$ cat config.mk
export PLATFORM = sky130hd
export DESIGN_NAME = shseq_top
export DESIGN_NICKNAME = d
export VERILOG_FILES = /design/src/rtl/shseq_pkg.sv /design/src/rtl/shseq_timing_if.sv /design/src/rtl/shseq_timing.sv /design/src/rtl/shseq_top.sv
export SDC_FILE = /design/constraint.sdc
export NUM_CORES = 1
export LEC_CHECK = 0
export ABC_AREA = 1
export BUFFER_PORTS_ARGS = -buffer_cell sky130_fd_sc_hd__buf_2
export CAP_MARGIN = 10
export CORE_MARGIN = 10
export CORE_UTILIZATION = 44
export CTS_CLUSTER_SIZE = 8
export DETAILED_ROUTE_END_ITERATION = 10
export PLACE_DENSITY = 0.85
export SETUP_SLACK_MARGIN = 0.3
export SLEW_MARGIN = 0
export SYNTH_ARGS = -nofsm -noshare
export SYNTH_HDL_FRONTEND = slang
export SYNTH_SLANG_ARGS = --single-unit
$ cat constraint.sdc
create_clock -name sys_clk -period 2.32 [get_ports sys_clk]
set_clock_uncertainty 0.15 [all_clocks]
set_input_delay 0.464 -clock sys_clk [delete_from_list [all_inputs] [get_ports sys_clk]]
set_output_delay 0.464 -clock sys_clk [all_outputs]
set_load 0.005 [all_outputs]
$ cat src/rtl/shseq_pkg.sv
/*
  Shift-hold sequencer package: timing, function codes and widths.
  Assumes a 40 MHz sys_clk; each clock edge is one phase.
*/
package shseq_pkg;
  localparam int SHSEQ_PHASES = 4;
  localparam int SHSEQ_STEPS = 4;
  localparam int SHSEQ_FUNC_W = 12;
  localparam int SHSEQ_CNT_W = 6;
  localparam int SHSEQ_INSTR_W = 36;
  localparam int SHSEQ_ACC_W = 36;
  localparam int SHSEQ_ACC_MSB = 35;
  localparam int SHSEQ_ACC_NEXT = 34;
  // function codes, four octal digits each: 50:xx
  localparam logic [11:0] SHSEQ_F_5026 = 12'hA16;
  localparam logic [11:0] SHSEQ_F_5027 = 12'hA17;
  localparam logic [11:0] SHSEQ_F_5040 = 12'hA20;
  localparam logic [11:0] SHSEQ_F_5044 = 12'hA24;
  localparam logic [11:0] SHSEQ_F_5047 = 12'hA27;
  localparam logic [1:0] SHSEQ_STEP_RST = 2'h0;
  localparam logic [1:0] SHSEQ_PH_RST = 2'h0;
  // step/phase encodings (value = number - 1)
  localparam logic [1:0] SHSEQ_N1 = 2'h0;
  localparam logic [1:0] SHSEQ_N2 = 2'h1;
  localparam logic [1:0] SHSEQ_N3 = 2'h2;
  localparam logic [1:0] SHSEQ_N4 = 2'h3;
  localparam real SHSEQ_CLK_MHZ = 40.0;
  localparam real SHSEQ_ZERO_TIME_US = 4.0;
  localparam int SHSEQ_ZERO_CYCLES = int'(SHSEQ_ZERO_TIME_US * SHSEQ_CLK_MHZ);
endpackage : shseq_pkg

$ cat src/rtl/shseq_timing_if.sv
/*
  Timing carrier between the phase generator and the sequencer.
  Assumes one driver (timing module) and one reader.
*/
`timescale 1ns/1ps
`default_nettype none
interface shseq_timing_if;
  logic [1:0] step;
  logic [1:0] phase;
  modport gen (output step, output phase);
  modport use_ (input step, input phase);
endinterface : shseq_timing_if
`default_nettype wire

$ cat src/rtl/shseq_timing.sv
/*
  Master clock phase and main step counter.
  Assumes run is synchronous to sys_clk.
*/
`timescale 1ns/1ps
`default_nettype none
module shseq_timing (
  input wire logic sys_clk,
  input wire logic nrst,
  input wire logic run,
  shseq_timing_if.gen tim
);
  import shseq_pkg::*;
  logic [1:0] phase_r;
  logic [1:0] phase_nxt;
  logic [1:0] step_r;
  logic [1:0] step_nxt;

  always_comb begin
    phase_nxt = phase_r;
    step_nxt = step_r;
    if (run) begin
      phase_nxt = phase_r + 2'h1;
      if (phase_r == SHSEQ_N4) begin
        step_nxt = step_r + 2'h1;
      end
    end
  end

  always_ff @(posedge sys_clk or negedge nrst) begin
    if (!nrst) begin
      phase_r <= SHSEQ_PH_RST;
      step_r <= SHSEQ_STEP_RST;
    end else begin
      phase_r <= phase_nxt;
      step_r <= step_nxt;
    end
  end

  assign tim.phase = phase_r;
  assign tim.step = step_r;
endmodule : shseq_timing
`default_nettype wire

$ cat src/rtl/shseq_top.sv
/*
  Shift/scale instruction hold sequencer: fetch stalls and shift steps.
  Assumes instr, funcCode and accumulator inputs are same-clock logic.
*/
// Function
// - clear step ff a at T2.3 when working count is zero
// - set first fetch stall at T3.4 for 50:26, 50:27, 50:40-47
// - clear scale-factor ff at phase 4 of step 3 for 50:40-47
// - set step ff b at T4.1 unless scale with unequal top bits
// - at T4.3 set step ff c if step ff b set, and second stall from first stall
// - at T1.1 set stall release on zero count or unequal scale bits
// - at T1.1 clear step ff b when step ff a clear
// - at T1.3 clear step ff c when step ff b clear
// - at T4.2 clear first stall when stall release set
// - at T4.3 clear stall release once first stall clear
// - at T1.3 clear second stall once first stall clear
// - count from six low instruction bits; shift if nonzero unless scale with unequal bits
// - stalls hold sequence, block fetch, keep function and count
// - zero-count case takes one main cycle before release
// - four phases per master cycle, one shift place per cycle
`timescale 1ns/1ps
`default_nettype none
module shseq_top (
  input wire logic sys_clk,
  input wire logic nrst,
  input wire logic iSeq,
  input wire logic [shseq_pkg::SHSEQ_FUNC_W-1:0] funcCode,
  input wire logic [shseq_pkg::SHSEQ_INSTR_W-1:0] instrWord,
  input wire logic [shseq_pkg::SHSEQ_ACC_W-1:0] accum,
  output logic shiftStepA,
  output logic shiftStepB,
  output logic shiftStepC,
  output logic scaleFactor,
  output logic stallRelease,
  output logic fetchStallFirst,
  output logic fetchStallSecond,
  output logic fetchEnable,
  output logic shiftPulse,
  output logic [shseq_pkg::SHSEQ_CNT_W-1:0] workingCount,
  output logic [shseq_pkg::SHSEQ_FUNC_W-1:0] heldFunc
);
  import shseq_pkg::*;

  shseq_timing_if tim ();

  shseq_timing u_timing (
    .sys_clk(sys_clk),
    .nrst(nrst),
    .run(1'b1),
    .tim(tim)
  );

  function automatic logic at(input logic [1:0] s, input logic [1:0] p,
                              input logic [1:0] ws, input logic [1:0] wp);
    at = (s == ws) && (p == wp);
  endfunction : at

  function automatic logic inRange(input logic [11:0] f, input logic [11:0] lo,
                                   input logic [11:0] hi);
    inRange = (f >= lo) && (f <= hi);
  endfunction : inRange

  logic stepA_r, stepA_nxt;
  logic stepB_r, stepB_nxt;
  logic stepC_r, stepC_nxt;
  logic scale_r, scale_nxt;
  logic rel_r, rel_nxt;
  logic stall1_r, stall1_nxt;
  logic stall2_r, stall2_nxt;
  logic fetch_r, fetch_nxt;
  logic shift_r, shift_nxt;
  logic [SHSEQ_CNT_W-1:0] cnt_r, cnt_nxt;
  logic [SHSEQ_FUNC_W-1:0] func_r, func_nxt;
  logic topUneq_r, topUneq_nxt;

  logic holding;
  logic scaleOp;
  logic shiftOp;
  logic noShift;
  logic [1:0] st;
  logic [1:0] ph;

  assign st = tim.step;
  assign ph = tim.phase;
  assign holding = stall1_r | stall2_r;
  assign scaleOp = (func_r == SHSEQ_F_5044);
  assign shiftOp = inRange(func_r, SHSEQ_F_5040, SHSEQ_F_5047);
  // no shift when count zero or scale finds top bits unequal
  assign noShift = (cnt_r == '0) || (scaleOp && topUneq_r);

  always_comb begin
    stepA_nxt = stepA_r;
    stepB_nxt = stepB_r;
    stepC_nxt = stepC_r;
    scale_nxt = scale_r;
    rel_nxt = rel_r;
    stall1_nxt = stall1_r;
    stall2_nxt = stall2_r;
    cnt_nxt = cnt_r;
    func_nxt = func_r;
    topUneq_nxt = topUneq_r;
    shift_nxt = 1'b0;
    // capture only while not stalled so function and count are retained
    if (iSeq && !holding && at(st, ph, SHSEQ_N2, SHSEQ_N2)) begin
      func_nxt = funcCode;
      cnt_nxt = instrWord[SHSEQ_CNT_W-1:0];
      topUneq_nxt = accum[SHSEQ_ACC_MSB] ^ accum[SHSEQ_ACC_NEXT];
    end
    if (iSeq && at(st, ph, SHSEQ_N2, SHSEQ_N3) && cnt_r == '0) begin
      stepA_nxt = 1'b0;
    end
    if (iSeq && at(st, ph, SHSEQ_N3, SHSEQ_N4)) begin
      if (func_r == SHSEQ_F_5026 || func_r == SHSEQ_F_5027 || shiftOp) begin
        stall1_nxt = 1'b1;
      end
      if (shiftOp) begin
        scale_nxt = 1'b0;
      end
    end
    // first hold cycle only; the second pass through T4.1 must not re-arm b
    if (stall1_r && !stall2_r && at(st, ph, SHSEQ_N4, SHSEQ_N1)) begin
      if (!(scaleOp && topUneq_r)) begin
        stepB_nxt = 1'b1;
      end
    end
    if (stall1_r && at(st, ph, SHSEQ_N4, SHSEQ_N3)) begin
      if (stepB_r) begin
        stepC_nxt = 1'b1;
      end
      stall2_nxt = 1'b1;
      if (!noShift) begin
        stepA_nxt = 1'b1;
      end
    end
    if (stall2_r && at(st, ph, SHSEQ_N1, SHSEQ_N1)) begin
      // only while first stall still up, else release re-arms after the hold
      if (noShift && stall1_r) begin
        rel_nxt = 1'b1;
      end
      if (!stepA_r) begin
        stepB_nxt = 1'b0;
      end
    end
    // one place per master cycle while shifting; count runs down
    if (stepA_r && at(st, ph, st, SHSEQ_N4)) begin
      shift_nxt = 1'b1;
      if (cnt_r != '0) begin
        cnt_nxt = cnt_r - 1'b1;
      end
      if (cnt_r == 6'h01) begin
        stepA_nxt = 1'b0;
        rel_nxt = 1'b1;
      end
    end
    if (!stepB_r && at(st, ph, SHSEQ_N1, SHSEQ_N3)) begin
      stepC_nxt = 1'b0;
    end
    if (rel_r && at(st, ph, SHSEQ_N4, SHSEQ_N2)) begin
      stall1_nxt = 1'b0;
    end
    if (!stall1_r && at(st, ph, SHSEQ_N4, SHSEQ_N3)) begin
      rel_nxt = 1'b0;
    end
    if (!stall1_r && at(st, ph, SHSEQ_N1, SHSEQ_N3)) begin
      stall2_nxt = 1'b0;
    end
  end

  // fetch blocked by either stall, registered on the same edge as the stall ffs
  assign fetch_nxt = !(stall1_nxt | stall2_nxt);

  always_ff @(posedge sys_clk or negedge nrst) begin
    if (!nrst) begin
      stepA_r <= 1'b0;
      stepB_r <= 1'b0;
      stepC_r <= 1'b0;
      scale_r <= 1'b0;
      rel_r <= 1'b0;
      stall1_r <= 1'b0;
      stall2_r <= 1'b0;
      fetch_r <= 1'b1;
      shift_r <= 1'b0;
      cnt_r <= '0;
      func_r <= '0;
      topUneq_r <= 1'b0;
    end else begin
      stepA_r <= stepA_nxt;
      stepB_r <= stepB_nxt;
      stepC_r <= stepC_nxt;
      scale_r <= scale_nxt;
      rel_r <= rel_nxt;
      stall1_r <= stall1_nxt;
      stall2_r <= stall2_nxt;
      fetch_r <= fetch_nxt;
      shift_r <= shift_nxt;
      cnt_r <= cnt_nxt;
      func_r <= func_nxt;
      topUneq_r <= topUneq_nxt;
    end
  end

  assign shiftStepA = stepA_r;
  assign shiftStepB = stepB_r;
  assign shiftStepC = stepC_r;
  assign scaleFactor = scale_r;
  assign stallRelease = rel_r;
  assign fetchStallFirst = stall1_r;
  assign fetchStallSecond = stall2_r;
  assign fetchEnable = fetch_r;
  assign shiftPulse = shift_r;
  assign workingCount = cnt_r;
  assign heldFunc = func_r;
endmodule : shseq_top
`default_nettype wire
; ---- Word level (Yosys, flattened, before mapping)
; Cells that the tools add are included.
[totals]
reg_bits = 31
word_cells = 97
[classes]
addsub = 3
n_lt_le_gt_ge = 2
eq_ne = 10
mux = 26
n_bitwise = 3
n_reduce_logical = 40
[op_table]
columns = op, count
row1 = "equality test 12 bit, second input constant", 3
row2 = logical AND 1 bit, 25
row3 = two-way mux 1 bit, 23
row4 = two-way mux 6 bit, 3
row5 = "greater-or-equal comparator 12 bit, second input constant", 1
row6 = "less-or-equal comparator 12 bit, second input constant", 1
row7 = "equality test 2 bit, second input constant", 4
row8 = "equality test 6 x 1 -> 1 bit, second input constant", 1
row9 = logical NOT 6 bit, 1
row10 = nonzero test 6 bit, 1
row11 = "subtractor 6 x 1 -> 6 bit, second input constant", 1
row12 = logical NOT 1 bit, 5
row13 = "adder 2 x 1 -> 2 bit, second input constant", 2
row14 = "equality test 2 x 1 -> 1 bit, second input constant", 2
row15 = logical NOT 2 bit, 2
row16 = nonzero test 2 bit, 2
row17 = logical OR 1 bit, 3
row18 = OR 1 bit, 2
row19 = AND reduction 2 bit, 1
row20 = bitwise XOR 1 bit, 1

; ---- Depth between registers and ports, before layout
[logic_depth]
depth_word = 9
depth_mapped = 10
depth_no_buf = 10

; ---- By module
; A second synthesis with hierarchy kept.
[unflattened]
cells_unflattened = 222
area_unflattened_um2 = 1680.4
[modules_own_cells]
columns = module, n_inst, cells_each, area_per_inst_um2, seq_area_each_um2
row1 = shseq_top, 1, 204, 1501.4, 676.9
row2 = shseq_timing, 1, 18, 178.9, 100.1

; ---- Worst setup path before layout
; Ideal clock, no wire load.
[synth_timing]
path_kind = register to register
from = register u_timing.step_r[1], in the netlist u_timing.tim.step[1]
to = register cnt_r[3], in the netlist workingCount[3]
t_arrival_ps = 1235
t_required_ps = 2048
setup_slack_ps = 813
path_stages_with_launch = 10
period_less_slack_ps = 1507
path_cell_list = dfrtp_1 -> inv_1 -> ha_1 -> nand2_1 -> nor2_2 -> nand2_2 -> buf_6 -> buf_8 -> o211ai_2 -> nand2_1
[synth_via]
elab_chain_len = 6
[synth_rtl]
columns = item, line
row1 = start: declaration, shseq_timing.sv:16  ; logic [1:0] step_r;
row2 = start signal: assignment, shseq_timing.sv:36  ; step_r <= step_nxt;
row3 = equality test 2 x 1 -> 1 bit *, shseq_top.sv:55  ; at = (s == ws) && (p == wp);
row4 = logical AND 1 bit *, shseq_top.sv:55
row5 = logical AND 1 bit *, shseq_top.sv:104  ; if (iSeq && !holding && at(st, ph, SHSEQ_N2, SHSEQ_N2)) begin
row6 = two-way mux 6 bit *, shseq_top.sv:104
row7 = two-way mux 6 bit, shseq_top.sv:147  ; if (cnt_r != '0) begin
row8 = two-way mux 6 bit *, shseq_top.sv:145  ; if (stepA_r && at(st, ph, st, SHSEQ_N4)) begin
row9 = named net cnt_nxt[3], shseq_top.sv:72  ; logic [SHSEQ_CNT_W-1:0] cnt_r, cnt_nxt;
row10 = end signal: assignment, shseq_top.sv:196  ; cnt_r <= cnt_nxt;
row11 = end: declaration, shseq_top.sv:72
; The timed path passes the listed nets; every way through them passes the cells marked *.
; A chain may end at the register's enable or synchronous reset.

; ---- Final worst setup path
[layout_timing]
from = register u_timing.step_r[1], in the netlist u_timing.tim.step[1]
to = register cnt_r[4], in the netlist workingCount[4]
; Same word-level chain as after synthesis.

==> out/summary.md <==
The worst hold path belongs to the class in -> async. The clock network is responsible for 44.8% of the overall power. The number of instances in the synthesized netlist is 201. The count of antenna-violating nets left after detailed routing came out at 0. In the final design database the tool counted 350 nets. CTS placed an instance of clkbuf_8 at the clock tree root. The share of synthesized area occupied by flip-flops and latches came out at 46.97%.

The share of synthesized area in the top cell type comes to 45.39%. The logs give 68.10 ps for the worst hold margin and 25 for the count of cell types in the netlist. The worst setup slack after placement is 616.4 ps. The power density normalized to cell area is 515.0 nW/um^2, and the first-pass GRT wire length is 6.479 mm. For the pin with the worst max-slew slack, the measured transition is 682.9 ps.

The worst-case IR drop observed on VDD is 0.4024 mV. Counting every net in the synthesized netlist gives 299. The tools report the static leakage as 0.001102 uW. After floorplanning, the core was sized to cover 3661 sq um. The largest fanout on the critical path works out to 19. The cell area after synthesis was 1654 sq um; the total of warnings raised by yosys was 0. The H-tree depth is 2. The tools report the number of buffers created by CTS as 5.

Wires add up to 3.724 mm. The number of hold violations in the final report was 0. The tools report the share of total power in combinational logic as 2.9%. The initial standard-cell utilization of the core was 45.18%; the number of diodes was 0. The worst setup path is launched from a register. The number of flip-flops and latches in the synthesized netlist came out at 31. For the floorplan die area, the log shows 6612 sq um. In the post-route analysis, the smallest setup slack over all paths is 627.2 ps. Setup repair after global routing left no endpoint under its margin.

The logs give 12.25% for the total routing resource utilization after global routing and 0 for the final routed DRC violation total. Net switching is 20.28% of the power. In this run the power spent charging and discharging nets is 209.9 uW. Headroom to the max-slew limit came out at 54.47%.

Signed area change from the synthesized netlist to the final layout: 21.48%. The top cell types in the final layout, fill and taps aside, are nand2_1 (62), buf_2 (48), dfrtp_1 (30). The number of gates resized after CTS was 0. Number of buffers added to fix hold violations after cts: 0. The sequential share of power is 52.2%, and the clock input transition at the sequential cells of the worst setup and hold paths is 60 ps.

The floorplan has 22 rows. The detail-routed via count per cell is 4.681. The average footprint of a synthesized cell is 8.229 sq um. The overall die height works out to 81.32 um. The initial antenna violation count was 0. The most common cell type on the critical path was nand2_1. The floorplan step set the die width to 81.32 um. For this design the top-level I/O count stands at 114.

The iteration-0 DRC count of the detailed router was 53. Ranked by total cell area, the synthesized netlist is headed by dfrtp_1 (45%), nand2_1 (14%), ha_1 (8.3%). The run gives 1,409 as the total via count after detailed routing. The run finished with clean final reports. The buffers inserted during post-CTS setup optimization came out at 0. TritonCTS built the clock tree. The slowest stage of the critical path belongs to the cell dfrtp_1. The max-slew violation total from the final report is 0, and the number of clock sinks is 31. The largest total area in the synthesized netlist belongs to dfrtp_1.

The type of destination of the critical path is a register. At the end of routability-driven placement, the weighted congestion stood at 0.8332. Summed over all failing endpoints, the final setup total negative slack is 0 ps. The worst path required time was 2350 ps.

Detailed placement ended at an HPWL of 2.861 mm. In the final layout, the share of cells above drive strength 1 is 25.30%. Based on the critical path, the design can be clocked at up to 590.7 MHz.

The biggest cell delay along the critical path works out to 400 ps. Cell internal power dissipation: 825.0 uW. The critical path buffer and inverter count was 2; the clock latency of the later-clocked register in the worst-skew pair was 280 ps. Entering global routing, the biggest net connects 32 pins. The run gives 2 as the clock tree buffer depth.

The run gives 4 as the detailed-routing iteration count for the pre-antenna-repair pass. The commonest non-fill, non-tap cell in the layout is nand2_1. The number of setup violations in the final report is 0. The kind of cell with the highest combined delay along the critical path is simple AND/OR/NAND/NOR gates.

The critical path goes through inv_1 > ha_1 > nand2_1 > nor2_2 > nand2_2 > inv_2 > nand2_1 > nand2_1 > nand2_1 > o21ai_0. The endpoint arrival time on the critical path was 1720 ps; the count of port buffers added during placement was 48. The final cycle utilization of the critical path is 72.96%, and the routed wirelength normalized by instance count is 12.37 um.

Critical path start-end classification: reg -> reg. The minimum clock period after layout is 1693 ps, and the total overflow reported by the global router is 0. The max-capacitance violation count is 0, and the number of global-route vias before repair is 1,479.
==> layout make-up <==
class                   instances  area, sq um
well taps                      48        60.06
flip-flops and latches         31        777.0
repair buffers                 49        247.7
multi-input cells             137        719.4
clock buffers                   8        100.1
fillers                       337         1652
inverters                      28        105.1
==> power groups by stage <==
stage / Sequential, uW / Combinational (uW) / Clock, uW
after CTS: 541 / 31.6 / 471
after floorplan: 551 / 3.10 / 0
after detailed placement: 551 / 31.6 / 0
after global placement: 551 / 30.9 / 0
final: 541 / 30.1 / 464
after global routing: 540 / 35.0 / 502
==> metal layers <==
layer | GRT usage, % | up-vias | share of wire [%]
met3 | 5.850 | 6 | 9.4
met2 | 21.09 | 44 | 48
met4 | 3.114 | 0 | 0.78
met5 | 0 | - | 0
li1 | - | 722 | -
met1 | 13.21 | 637 | 42
==> logic make-up after synthesis <==
kind of cell,Yosys count,share of synthesized area (%)
buffers and inverters,33,9.530
flip-flops,31,46.97
other,1,0.2267
XOR/XNOR,5,2.647
AO/OA/AOI/OAI,25,8.623
AND/OR/NAND/NOR,95,23.68
adder cells (fa/ha/maj),11,8.321
==> path summary, 6_finish.rpt <==
kind	from	to	slack, ps	cells after the start
setup / recovery	u_timing.tim.step[1]	workingCount[4]	630	10
hold / removal	nrst	heldFunc[4]	70	1
setup reg to reg	u_timing.tim.step[1]	workingCount[4]	630	10
hold reg to reg	heldFunc[6]	heldFunc[6]	350	2
max in group asynchronous	nrst	shiftStepB	1510	1
min in group sys_clk	funcCode[8]	heldFunc[8]	220	3
==> state kept, by name, summed over array words and instances (netlist names), 2 cells and up <==
register,flops
heldFunc,12
workingCount,6
u_timing.tim.phase,2
u_timing.tim.step,2
==> synthesized netlist by cell type <==
cell type / number
buf_4: 2
o21a_1: 1
dfrtp_1: 30
a21oi_1: 4
buf_6: 2
inv_1: 27
nor2_1: 16
buf_8: 1
o21ai_1: 1
o211ai_2: 1
ha_1: 11
nor2_2: 2
inv_2: 1
xor2_1: 4
nand4_2: 1
nand2_1: 62
nand3_1: 9
dfstp_2: 1
o21ai_0: 15
o211ai_1: 3
conb_1: 1
xnor2_1: 1
nor3_1: 2
nand4_1: 1
nand2_2: 2
==> metrics by stage <==
stage               utilization [%]  total power (uW)  cells  area, sq um
floorplan                         -             553.8    201         1654
global placement              52.15             581.5    293         1909
detailed placement            52.15             582.2    293         1909
CTS                           54.89              1043    301         2009
global route                  54.89              1077    301         2009
finish                        54.89              1035    301         2009
No activity file was read; power rests on OpenSTA's default activity.
